==> src/design/ppo_pkg.sv <==
// ==========================================================
// Shared constants and types
package ppo_pkg;
  // ==========================================================
  // Clock and base frequency
  localparam int unsigned PPO_CLK_HZ = 25_000_000;
  localparam int unsigned PPO_FREQ_MAX_HZ = 2000; // Fastest base frequency, 2.00 kHz
  localparam int unsigned PPO_PERIOD_MIN_CYC = PPO_CLK_HZ / PPO_FREQ_MAX_HZ;
  localparam int unsigned PPO_PER_DIV = 15; // Period = min period * mult / 15
  localparam int PPO_PER_W = 18;
  localparam logic [2:0] PPO_FREQ_SEL_RST = 3'h4; // 1.00 kHz after reset

  // Period multipliers for 0.125, 0.25, 0.5, 0.75, 1.0, 1.25, 1.5, 2.0 kHz
  function automatic logic [7:0] ppo_per_mult(input logic [2:0] sel);
    logic [7:0] m;
    m = 8'h0f;
    case (sel)
      3'h0: m = 8'hf0;
      3'h1: m = 8'h78;
      3'h2: m = 8'h3c;
      3'h3: m = 8'h28;
      3'h4: m = 8'h1e;
      3'h5: m = 8'h18;
      3'h6: m = 8'h14;
      default: m = 8'h0f;
    endcase
    return m;
  endfunction : ppo_per_mult

  // ==========================================================
  // Duty in units of 1/4000 of the period (0.025 %)
  localparam int unsigned PPO_Q_FULL = 4000;
  localparam logic [11:0] PPO_Q_NORM_LO = 12'h0c8; // 5 %
  localparam logic [11:0] PPO_Q_NORM_HI = 12'hed8; // 95 %
  localparam logic [11:0] PPO_Q_STEP = 12'h024; // 0.9 % per clamp step
  localparam logic [11:0] PPO_Q_DIAG_LO = 12'h064; // 2.5 %
  localparam logic [11:0] PPO_Q_DIAG_HI = 12'hf3c; // 97.5 %
  localparam logic [11:0] PPO_Q_SCALE = 12'he14; // 3604/1024 ~ 3600/1023
  localparam int PPO_Q_SHIFT = 10;

  // ==========================================================
  // Clamp settings in percent
  localparam logic [6:0] PPO_CL_LO_MIN = 7'h05;
  localparam logic [6:0] PPO_CL_LO_MAX = 7'h44;
  localparam logic [6:0] PPO_CL_HI_MIN = 7'h20;
  localparam logic [6:0] PPO_CL_HI_MAX = 7'h5f;

  // ==========================================================
  // Register map (byte addresses)
  localparam logic [7:0] PPO_REG_CTRL = 8'h00;
  localparam logic [7:0] PPO_REG_OFFSET = 8'h04;
  localparam logic [7:0] PPO_REG_CLAMP = 8'h08;
  localparam logic [7:0] PPO_REG_STATUS = 8'h0c;
  localparam logic [7:0] PPO_REG_CLEAR = 8'h10;
  localparam logic [7:0] PPO_REG_ENABLE = 8'h14;
  localparam logic [7:0] PPO_REG_POS = 8'h18;
  localparam int PPO_CLAMP_HI_LSB = 8;
  localparam int PPO_POS_Q_LSB = 12;

  // Interrupt bits
  localparam int PPO_IRQ_W = 3;
  localparam int PPO_IRQ_PERIOD = 0;
  localparam int PPO_IRQ_FAULT = 1;
  localparam int PPO_IRQ_CLAMP = 2;

  // ==========================================================
  // Types
  typedef struct packed {
    logic diag_high_force;
    logic diag_low_force;
    logic [1:0] ramp_shift;
    logic saw_mode;
    logic slope_fall;
    logic [2:0] freq_sel;
  } ppo_ctrl_s;

  localparam ppo_ctrl_s PPO_CTRL_RST = '{1'b0, 1'b0, 2'h0, 1'b0, 1'b0, PPO_FREQ_SEL_RST};

  typedef struct packed {
    logic [7:0] addr;
    logic [31:0] wdata;
    logic wr;
    logic rd;
  } ppo_bus_s;
endpackage : ppo_pkg

==> src/design/ppo_period_timer.sv <==
`timescale 1ns/1ps
// ==========================================================
// Period counter; new period length takes effect at the wrap
module ppo_period_timer #(
  parameter int unsigned P_BASE_CYC = ppo_pkg::PPO_PERIOD_MIN_CYC
) (
  // Clock and reset
  input wire logic clk_in,
  input wire logic arst_n_in,
  // Frequency choice
  input wire logic [2:0] freq_sel_in,
  // Timing outputs
  output logic wrap_out,
  output logic [ppo_pkg::PPO_PER_W-1:0] cnt_out,
  output logic [ppo_pkg::PPO_PER_W-1:0] period_out,
  output logic [ppo_pkg::PPO_PER_W-1:0] next_period_out
);
  import ppo_pkg::*;

  localparam logic [PPO_PER_W-1:0] L_RST_PERIOD =
    PPO_PER_W'((P_BASE_CYC * 32'(ppo_per_mult(PPO_FREQ_SEL_RST))) / PPO_PER_DIV);

  // Period length for the chosen frequency
  always_comb
  begin
    next_period_out = PPO_PER_W'((P_BASE_CYC * 32'(ppo_per_mult(freq_sel_in))) / PPO_PER_DIV);
  end

  // Last cycle of the running period; >= guards against a stale length
  assign wrap_out = (cnt_out >= period_out - PPO_PER_W'(1));

  // Cycle counter
  always_ff @(posedge clk_in or negedge arst_n_in)
  begin
    if (!arst_n_in)
      cnt_out <= '0;
    else if (wrap_out)
      cnt_out <= '0;
    else
      cnt_out <= cnt_out + PPO_PER_W'(1);
  end

  // Frequency changes only at the boundary, so no period is cut short
  always_ff @(posedge clk_in or negedge arst_n_in)
  begin
    if (!arst_n_in)
      period_out <= L_RST_PERIOD;
    else if (wrap_out)
      period_out <= next_period_out;
  end
endmodule : ppo_period_timer

==> src/design/ppo_duty_map.sv <==
`timescale 1ns/1ps
// ==========================================================
// Angle to position to duty mapping, purely combinational
module ppo_duty_map (
  // Settings
  input wire ppo_pkg::ppo_ctrl_s ctrl_in,
  input wire logic [9:0] offset_in,
  input wire logic [6:0] clamp_lo_in,
  input wire logic [6:0] clamp_hi_in,
  // Position and faults
  input wire logic [9:0] angle_in,
  input wire logic fault_low_in,
  input wire logic fault_high_in,
  // Results
  output logic [9:0] pos_out,
  output logic [11:0] q_out,
  output logic [11:0] q_lo_out,
  output logic [11:0] q_hi_out,
  output logic clamped_out,
  output logic diag_lo_out,
  output logic diag_hi_out
);
  import ppo_pkg::*;

  logic [9:0] rel;
  logic [9:0] dir;
  logic [21:0] prod;
  logic [11:0] q_norm;

  // Zero offset, slope, then single or repeating ramp
  always_comb
  begin
    rel = angle_in - offset_in;
    dir = ctrl_in.slope_fall ? ~rel : rel;
    if (ctrl_in.saw_mode)
      pos_out = dir << ctrl_in.ramp_shift;
    else
      pos_out = dir;
  end

  // Code 0 to 1023 onto 5 % to 95 %
  always_comb
  begin
    prod = 22'(pos_out) * 22'(PPO_Q_SCALE);
    q_norm = PPO_Q_NORM_LO + 12'(prod >> PPO_Q_SHIFT);
  end

  // Clamp levels, 0.9 % of period per percent step
  always_comb
  begin
    q_lo_out = PPO_Q_NORM_LO + 12'(PPO_Q_STEP * 12'(clamp_lo_in - PPO_CL_LO_MIN));
    q_hi_out = PPO_Q_NORM_HI - 12'(PPO_Q_STEP * 12'(PPO_CL_HI_MAX - clamp_hi_in));
  end

  // Fault overrides; low diagnostic wins when both are asserted
  always_comb
  begin
    diag_lo_out = fault_low_in | ctrl_in.diag_low_force;
    diag_hi_out = (fault_high_in | ctrl_in.diag_high_force) & ~diag_lo_out;
    clamped_out = 1'b0;
    if (diag_lo_out)
      q_out = PPO_Q_DIAG_LO;
    else if (diag_hi_out)
      q_out = PPO_Q_DIAG_HI;
    else if (q_norm < q_lo_out)
    begin
      // Low clamp checked first; a crossed pair is the setter's fault
      q_out = q_lo_out;
      clamped_out = 1'b1;
    end
    else if (q_norm > q_hi_out)
    begin
      q_out = q_hi_out;
      clamped_out = 1'b1;
    end
    else
      q_out = q_norm;
  end
endmodule : ppo_duty_map

==> src/design/ppo_top.sv <==
// Implementation choices: the strobed register port and the register offsets.
`timescale 1ns/1ps
// Notes on behaviour
// Base frequency chosen from eight values 0.125 to 2.00 kHz.
// Position is a 10-bit code, 0 to 1023 across the range.
// Full position range maps linearly onto 5 % to 95 % duty.
// Each clamp percent step moves the clamp duty by 0.9 %.
// Low diagnostic emits 2.5 % duty, never above 4 %.
// High diagnostic emits 97.5 % duty, never below 96 %.
// Low clamp 5 to 68 percent, high clamp 32 to 95 percent.
// Configuring party keeps low clamp strictly below high clamp.
// Slope bit picks rising or falling output against angle.
// Zero offset plus single linear or repeating sawtooth ramp.
// Out-of-clamp positions saturate; faults force a diagnostic level.
// Period and high time counted in clocks; duty updates at boundaries.
module ppo_top #(
  parameter int unsigned P_BASE_CYC = ppo_pkg::PPO_PERIOD_MIN_CYC
) (
  // Clock and reset
  input wire logic clk_in,
  input wire logic arst_n_in,
  // Register port
  input wire ppo_pkg::ppo_bus_s bus_in,
  output logic [31:0] rdata_out,
  // Sensor side
  input wire logic [9:0] angle_in,
  input wire logic fault_low_in,
  input wire logic fault_high_in,
  // Open-drain output pin
  output logic pwm_out,
  output logic pwm_oe_n_out,
  // Interrupt
  output logic irq_out
);
  import ppo_pkg::*;

  ppo_ctrl_s ctrl;
  logic [9:0] offset;
  logic [6:0] clamp_lo;
  logic [6:0] clamp_hi;
  logic [PPO_IRQ_W-1:0] status;
  logic [PPO_IRQ_W-1:0] irq_en;
  logic [PPO_IRQ_W-1:0] events;
  logic [PPO_IRQ_W-1:0] clr_mask;
  logic [31:0] next_rdata;
  logic wrap;
  logic [PPO_PER_W-1:0] cnt;
  logic [PPO_PER_W-1:0] period;
  logic [PPO_PER_W-1:0] next_period;
  logic [PPO_PER_W-1:0] hi_cyc;
  logic [PPO_PER_W-1:0] next_hi_cyc;
  logic [9:0] map_pos;
  logic [11:0] map_q;
  logic [11:0] map_q_lo;
  logic [11:0] map_q_hi;
  logic map_clamped;
  logic map_diag_lo;
  logic map_diag_hi;
  logic [9:0] pos_q;
  logic [11:0] duty_q;
  logic diag_q;

  // Keep a setting inside its allowed span
  function automatic logic [6:0] ppo_sat(input logic [6:0] v, input logic [6:0] lo,
                                         input logic [6:0] hi);
    logic [6:0] r;
    r = v;
    if (v < lo)
      r = lo;
    else if (v > hi)
      r = hi;
    return r;
  endfunction : ppo_sat

  // ==========================================================
  // Period timing
  ppo_period_timer #(
    .P_BASE_CYC(P_BASE_CYC)
  ) u_timer (
    .clk_in(clk_in),
    .arst_n_in(arst_n_in),
    .freq_sel_in(ctrl.freq_sel),
    .wrap_out(wrap),
    .cnt_out(cnt),
    .period_out(period),
    .next_period_out(next_period)
  );

  // ==========================================================
  // Position and duty mapping
  ppo_duty_map u_map (
    .ctrl_in(ctrl),
    .offset_in(offset),
    .clamp_lo_in(clamp_lo),
    .clamp_hi_in(clamp_hi),
    .angle_in(angle_in),
    .fault_low_in(fault_low_in),
    .fault_high_in(fault_high_in),
    .pos_out(map_pos),
    .q_out(map_q),
    .q_lo_out(map_q_lo),
    .q_hi_out(map_q_hi),
    .clamped_out(map_clamped),
    .diag_lo_out(map_diag_lo),
    .diag_hi_out(map_diag_hi)
  );

  // ==========================================================
  // Register writes
  always_ff @(posedge clk_in or negedge arst_n_in)
  begin
    if (!arst_n_in)
    begin
      ctrl <= PPO_CTRL_RST;
      offset <= '0;
      irq_en <= '0;
    end
    else if (bus_in.wr)
    begin
      case (bus_in.addr)
        PPO_REG_CTRL: ctrl <= ppo_ctrl_s'(bus_in.wdata[$bits(ppo_ctrl_s)-1:0]);
        PPO_REG_OFFSET: offset <= bus_in.wdata[9:0];
        PPO_REG_ENABLE: irq_en <= bus_in.wdata[PPO_IRQ_W-1:0];
        default: ;
      endcase
    end
  end

  // Clamp settings saturate so no write can leave the legal span
  always_ff @(posedge clk_in or negedge arst_n_in)
  begin
    if (!arst_n_in)
    begin
      clamp_lo <= PPO_CL_LO_MIN;
      clamp_hi <= PPO_CL_HI_MAX;
    end
    else if (bus_in.wr && bus_in.addr == PPO_REG_CLAMP)
    begin
      clamp_lo <= ppo_sat(bus_in.wdata[6:0], PPO_CL_LO_MIN, PPO_CL_LO_MAX);
      clamp_hi <= ppo_sat(bus_in.wdata[PPO_CLAMP_HI_LSB +: 7], PPO_CL_HI_MIN,
                          PPO_CL_HI_MAX);
    end
  end

  // ==========================================================
  // Duty latch; high time from the period that starts next
  always_comb
  begin
    next_hi_cyc = PPO_PER_W'((32'(next_period) * 32'(map_q)) / PPO_Q_FULL);
  end

  // Values change only at the wrap so every period is whole
  always_ff @(posedge clk_in or negedge arst_n_in)
  begin
    if (!arst_n_in)
    begin
      pos_q <= '0;
      duty_q <= PPO_Q_NORM_LO;
      hi_cyc <= '0;
      diag_q <= 1'b0;
    end
    else if (wrap)
    begin
      pos_q <= map_pos;
      duty_q <= map_q;
      hi_cyc <= next_hi_cyc;
      diag_q <= map_diag_lo | map_diag_hi;
    end
  end

  // ==========================================================
  // Pin: pulled low by the device, high through the external pull-up
  always_ff @(posedge clk_in or negedge arst_n_in)
  begin
    if (!arst_n_in)
    begin
      pwm_out <= 1'b0;
      pwm_oe_n_out <= 1'b0;
    end
    else
    begin
      pwm_out <= (cnt < hi_cyc);
      pwm_oe_n_out <= (cnt < hi_cyc);
    end
  end

  // ==========================================================
  // Interrupt status; set wins over a clear in the same cycle
  always_comb
  begin
    events = '0;
    events[PPO_IRQ_PERIOD] = wrap;
    events[PPO_IRQ_FAULT] = wrap & (map_diag_lo | map_diag_hi) & ~diag_q;
    events[PPO_IRQ_CLAMP] = wrap & map_clamped;
    clr_mask = (bus_in.wr && bus_in.addr == PPO_REG_CLEAR) ?
               bus_in.wdata[PPO_IRQ_W-1:0] : '0;
  end

  always_ff @(posedge clk_in or negedge arst_n_in)
  begin
    if (!arst_n_in)
      status <= '0;
    else
      status <= (status & ~clr_mask) | events;
  end

  // Level output, one cycle behind the status bits
  always_ff @(posedge clk_in or negedge arst_n_in)
  begin
    if (!arst_n_in)
      irq_out <= 1'b0;
    else
      irq_out <= |(status & irq_en);
  end

  // ==========================================================
  // Register reads; data valid only in the cycle after the strobe
  always_comb
  begin
    next_rdata = '0;
    if (bus_in.rd)
    begin
      case (bus_in.addr)
        PPO_REG_CTRL: next_rdata[$bits(ppo_ctrl_s)-1:0] = ctrl;
        PPO_REG_OFFSET: next_rdata[9:0] = offset;
        PPO_REG_CLAMP:
        begin
          next_rdata[6:0] = clamp_lo;
          next_rdata[PPO_CLAMP_HI_LSB +: 7] = clamp_hi;
        end
        PPO_REG_STATUS: next_rdata[PPO_IRQ_W-1:0] = status;
        PPO_REG_ENABLE: next_rdata[PPO_IRQ_W-1:0] = irq_en;
        PPO_REG_POS:
        begin
          next_rdata[9:0] = pos_q;
          next_rdata[PPO_POS_Q_LSB +: 12] = duty_q;
        end
        default: next_rdata = '0; // Unmapped and write-only read as zero
      endcase
    end
  end

  always_ff @(posedge clk_in or negedge arst_n_in)
  begin
    if (!arst_n_in)
      rdata_out <= '0;
    else
      rdata_out <= next_rdata;
  end
endmodule : ppo_top

==> config.mk <==
export PLATFORM = sky130hd
export DESIGN_NAME = ppo_top
export DESIGN_NICKNAME = d
export VERILOG_FILES = /design/src/design/ppo_pkg.sv /design/src/design/ppo_period_timer.sv /design/src/design/ppo_duty_map.sv /design/src/design/ppo_top.sv
export SDC_FILE = /design/constraint.sdc
export NUM_CORES = 1
export LEC_CHECK = 0
export BUFFER_PORTS_ARGS = -buffer_cell sky130_fd_sc_hd__buf_2
export CAP_MARGIN = 20
export CORE_AREA = 2 2 219 329
export CTS_BUF_LIST = sky130_fd_sc_hd__clkbuf_2 sky130_fd_sc_hd__clkbuf_4 sky130_fd_sc_hd__clkbuf_8
export DETAILED_ROUTE_END_ITERATION = 10
export DIE_AREA = 0 0 221 331
export PLACE_DENSITY = 0.62
export SLEW_MARGIN = 20
export SYNTH_ARGS = -nofsm -noshare
export SYNTH_HDL_FRONTEND = slang
export SYNTH_SLANG_ARGS = --single-unit
==> constraint.sdc <==
create_clock -name clk_in -period 45.1 [get_ports clk_in]
set_clock_uncertainty 0.2 [all_clocks]
set_input_delay 2.255 -clock clk_in [delete_from_list [all_inputs] [get_ports clk_in]]
set_output_delay 2.255 -clock clk_in [all_outputs]
set_load 0.01 [all_outputs]
==> qor.txt <==
CTS hold repair buffers = 0
htree depth = 4
pin count of the biggest net entering global routing = 76
Yosys top cell by area = fa_1
Final Max Slew Viols = 0
TritonCTS clock tree = yes
Hold Crit Class = flop to flop
1st-pass router iterations = 6
CORE AREA = 70100 sq um
Post-Syn Area per Cell = 8.02 sq um
total number of yosys warnings = 0
Num CTS Buffers = 17
routed vias/inst = 6.11
initial antenna violation count = 1
total congestion overflow after global routing = 0
CP peak stage delay = 0.93 ns
r2r setup slk = 4.93 ns
Final setup viols = 0
HPWL after DPL = 74300 um
detailed-route via count = 29289
Final Cycle Share = 0.891
drt total wl = 92000 um
cell with the most instances after synthesis = nand2_1
Synth area leaders = fa_1 (12%), ha_1 (11%), dfrtp_1 (9.9%)
die span in y = 331 um
P&R area growth vs syn = 3.76%
Layout Nets = 4377
top cells by count, synth = nand2_1 (428), nor2_1 (365), inv_1 (304), ha_1 (269), a21oi_1 (218)
share of the synthesized area in the top cell type = 0.116
detailed-route wire length per cell = 19.2 um
crit-path max FO = 18
Most used DFF post-synth = dfrtp_1
critical path type = flop to flop
Post-synth EDFFs = 0
Netlist Area Pre-Place = 31400 sq um
num rows = 119
layout cells sized above 1 = 0.128
Startpoint Class = flop
data required time of the critical path = 45.31 ns
I/O pin count = 91
MaxCap Viol Count = 0
drt initial violations = 1967
Cell variety after synth = 170
first-pass GRT wire length = 151000 um
Placer Congestion = 0.990
cells after synthesis = 3912
setup TNS = 0 ns
CP max stage cell = a221oi_2
number of global-route vias before repair = 29101
clk root buf = clkbuf_8
worst rel slew slack = 0.250
number of nets with antenna violations after routing = 0
Worst-Margin Slew = 1.11 ns
DRC Markers = 0
clk_lat worst skew = 0.51 ns
floorplan die width = 221 um
register area share after synthesis = 0.114
I/O Buffers = 65
CP arrival = 40.38 ns
status = finished clean
Post-synth ARST share = 1.00
clock-pin slew on the worst setup and hold paths = 0.10 ns
RSZ-0062 raised after global routing = false
CTS resizes = 0
Max Freq = 24.9 MHz
die area = 73200 sq um
Hold Fails Final Rpt = 0
clk buf depth = 2
clock net sink count = 142
flip-flop and latch count after synthesis = 142
Starting Density = 0.447
CP endpoint kind = flop
Layout fillers = 7088
fin crit period = 40.17 ns
Global Route Usage Sum = 0.249
Setup Buffers After CTS = 0
cells in the final DEF (no fill, tap or decap), drive strengths merged, types with 27 or more instances in the layout:
cell type,count
mux2i,47
a21oi,237
o211ai,63
xor2,84
fa,181
or2,36
o21ai,191
a211oi,49
buf,102
dfrtp,124
o21a,33
a31oi,65
xnor2,166
nand2b,39
nand3,107
and3,37
o31ai,40
and2,49
nor2,376
mux2,52
a21o,60
nand2,432
nand4,36
nor3,103
nor4,39
nor2b,42
inv,318
ha,269
a2111oi,27
layout make-up:
cell class                      count  area [sq um]  area share
Multi-Input combinational cell   3300         25700       0.789
Clock buffer                       17           234     0.00719
Clock inverter                     15           165     0.00507
Tap cell                          907          1130      0.0349
Sequential cell                   142          3580       0.110
Antenna cell                        1          2.50   0.0000769
Timing Repair Buffer              102           609      0.0187
Inverter                          308          1160      0.0356
metal layers:
layer | share of wire | up-vias | GRT usage | routed length [um]
met5 | 0 | - | 0 | 0
met4 | 0.051 | 0 | 0.126 | 4710
met1 | 0.39 | 14250 | 0.279 | 36300
met3 | 0.033 | 243 | 0.0187 | 3050
met2 | 0.52 | 749 | 0.474 | 47900
li1 | - | 14047 | - | -
per-stage QoR:
stage	hold WS [ns]	worst slack [ns]	cell area, sq um	cells	utilization
floorplan	0.230	13.61	31400	3919	-
global placement	0.241	5.59	32100	4759	0.458
detailed placement	0.248	5.33	32100	4759	0.458
CTS	0.271	5.19	32500	4791	0.464
global route	0.284	2.15	32500	4792	0.464
finish	0.266	4.93	32500	4792	0.464
path summary, 6_finish.rpt:
path,depth (start not counted),start,end
setup / recovery,109,ctrl[1]$_DFFE_PN0P_,hi_cyc[0]$_DFFE_PN0N_
hold / removal,2,duty_q[11]$_DFFE_PN0N_,duty_q[11]$_DFFE_PN0N_
setup reg to reg,109,ctrl[1]$_DFFE_PN0P_,hi_cyc[0]$_DFFE_PN0N_
hold reg to reg,2,duty_q[11]$_DFFE_PN0N_,duty_q[11]$_DFFE_PN0N_
max in group asynchronous,2,arst_n_in,u_timer.cnt_out[12]$_DFF_PN0_
min in group asynchronous,1,arst_n_in,ctrl[5]$_DFFE_PN0P_
cells by family after synthesis:
kind of cell | count (synthesis) | synth area share
simple gates | 1397 | 0.223
compound gates | 1091 | 0.262
buf+inv | 477 | 0.0703
fa+ha+maj | 454 | 0.224
xor+xnor | 251 | 0.0720
flops | 142 | 0.114
mux | 99 | 0.0347
other cells | 1 | 0.000120
sequential cells by signal, summed over array words and instances, names as in the netlist, 3 cells and up:
name	count
u_timer.period_out	18
status	3
irq_en	3
ctrl	9
hi_cyc	18
u_timer.cnt_out	18
rdata_out	24
duty_q	12
offset	10
clamp_lo	7
pos_q	10
clamp_hi	7
critical path, delay by kind of cell (launching register included):
family	cells	cell delay, ns
adder cells (fa/ha/maj)	11	4.55
XOR/XNOR	5	2.28
buffers and inverters	5	1.29
flip-flops	1	0.69
AO/OA/AOI/OAI	44	16.83
multiplexers	6	2.20
AND/OR/NAND/NOR	38	11.90
Power is not shown: default switching activity piles up to over one toggle a cycle in this logic, so the estimate is an artifact.
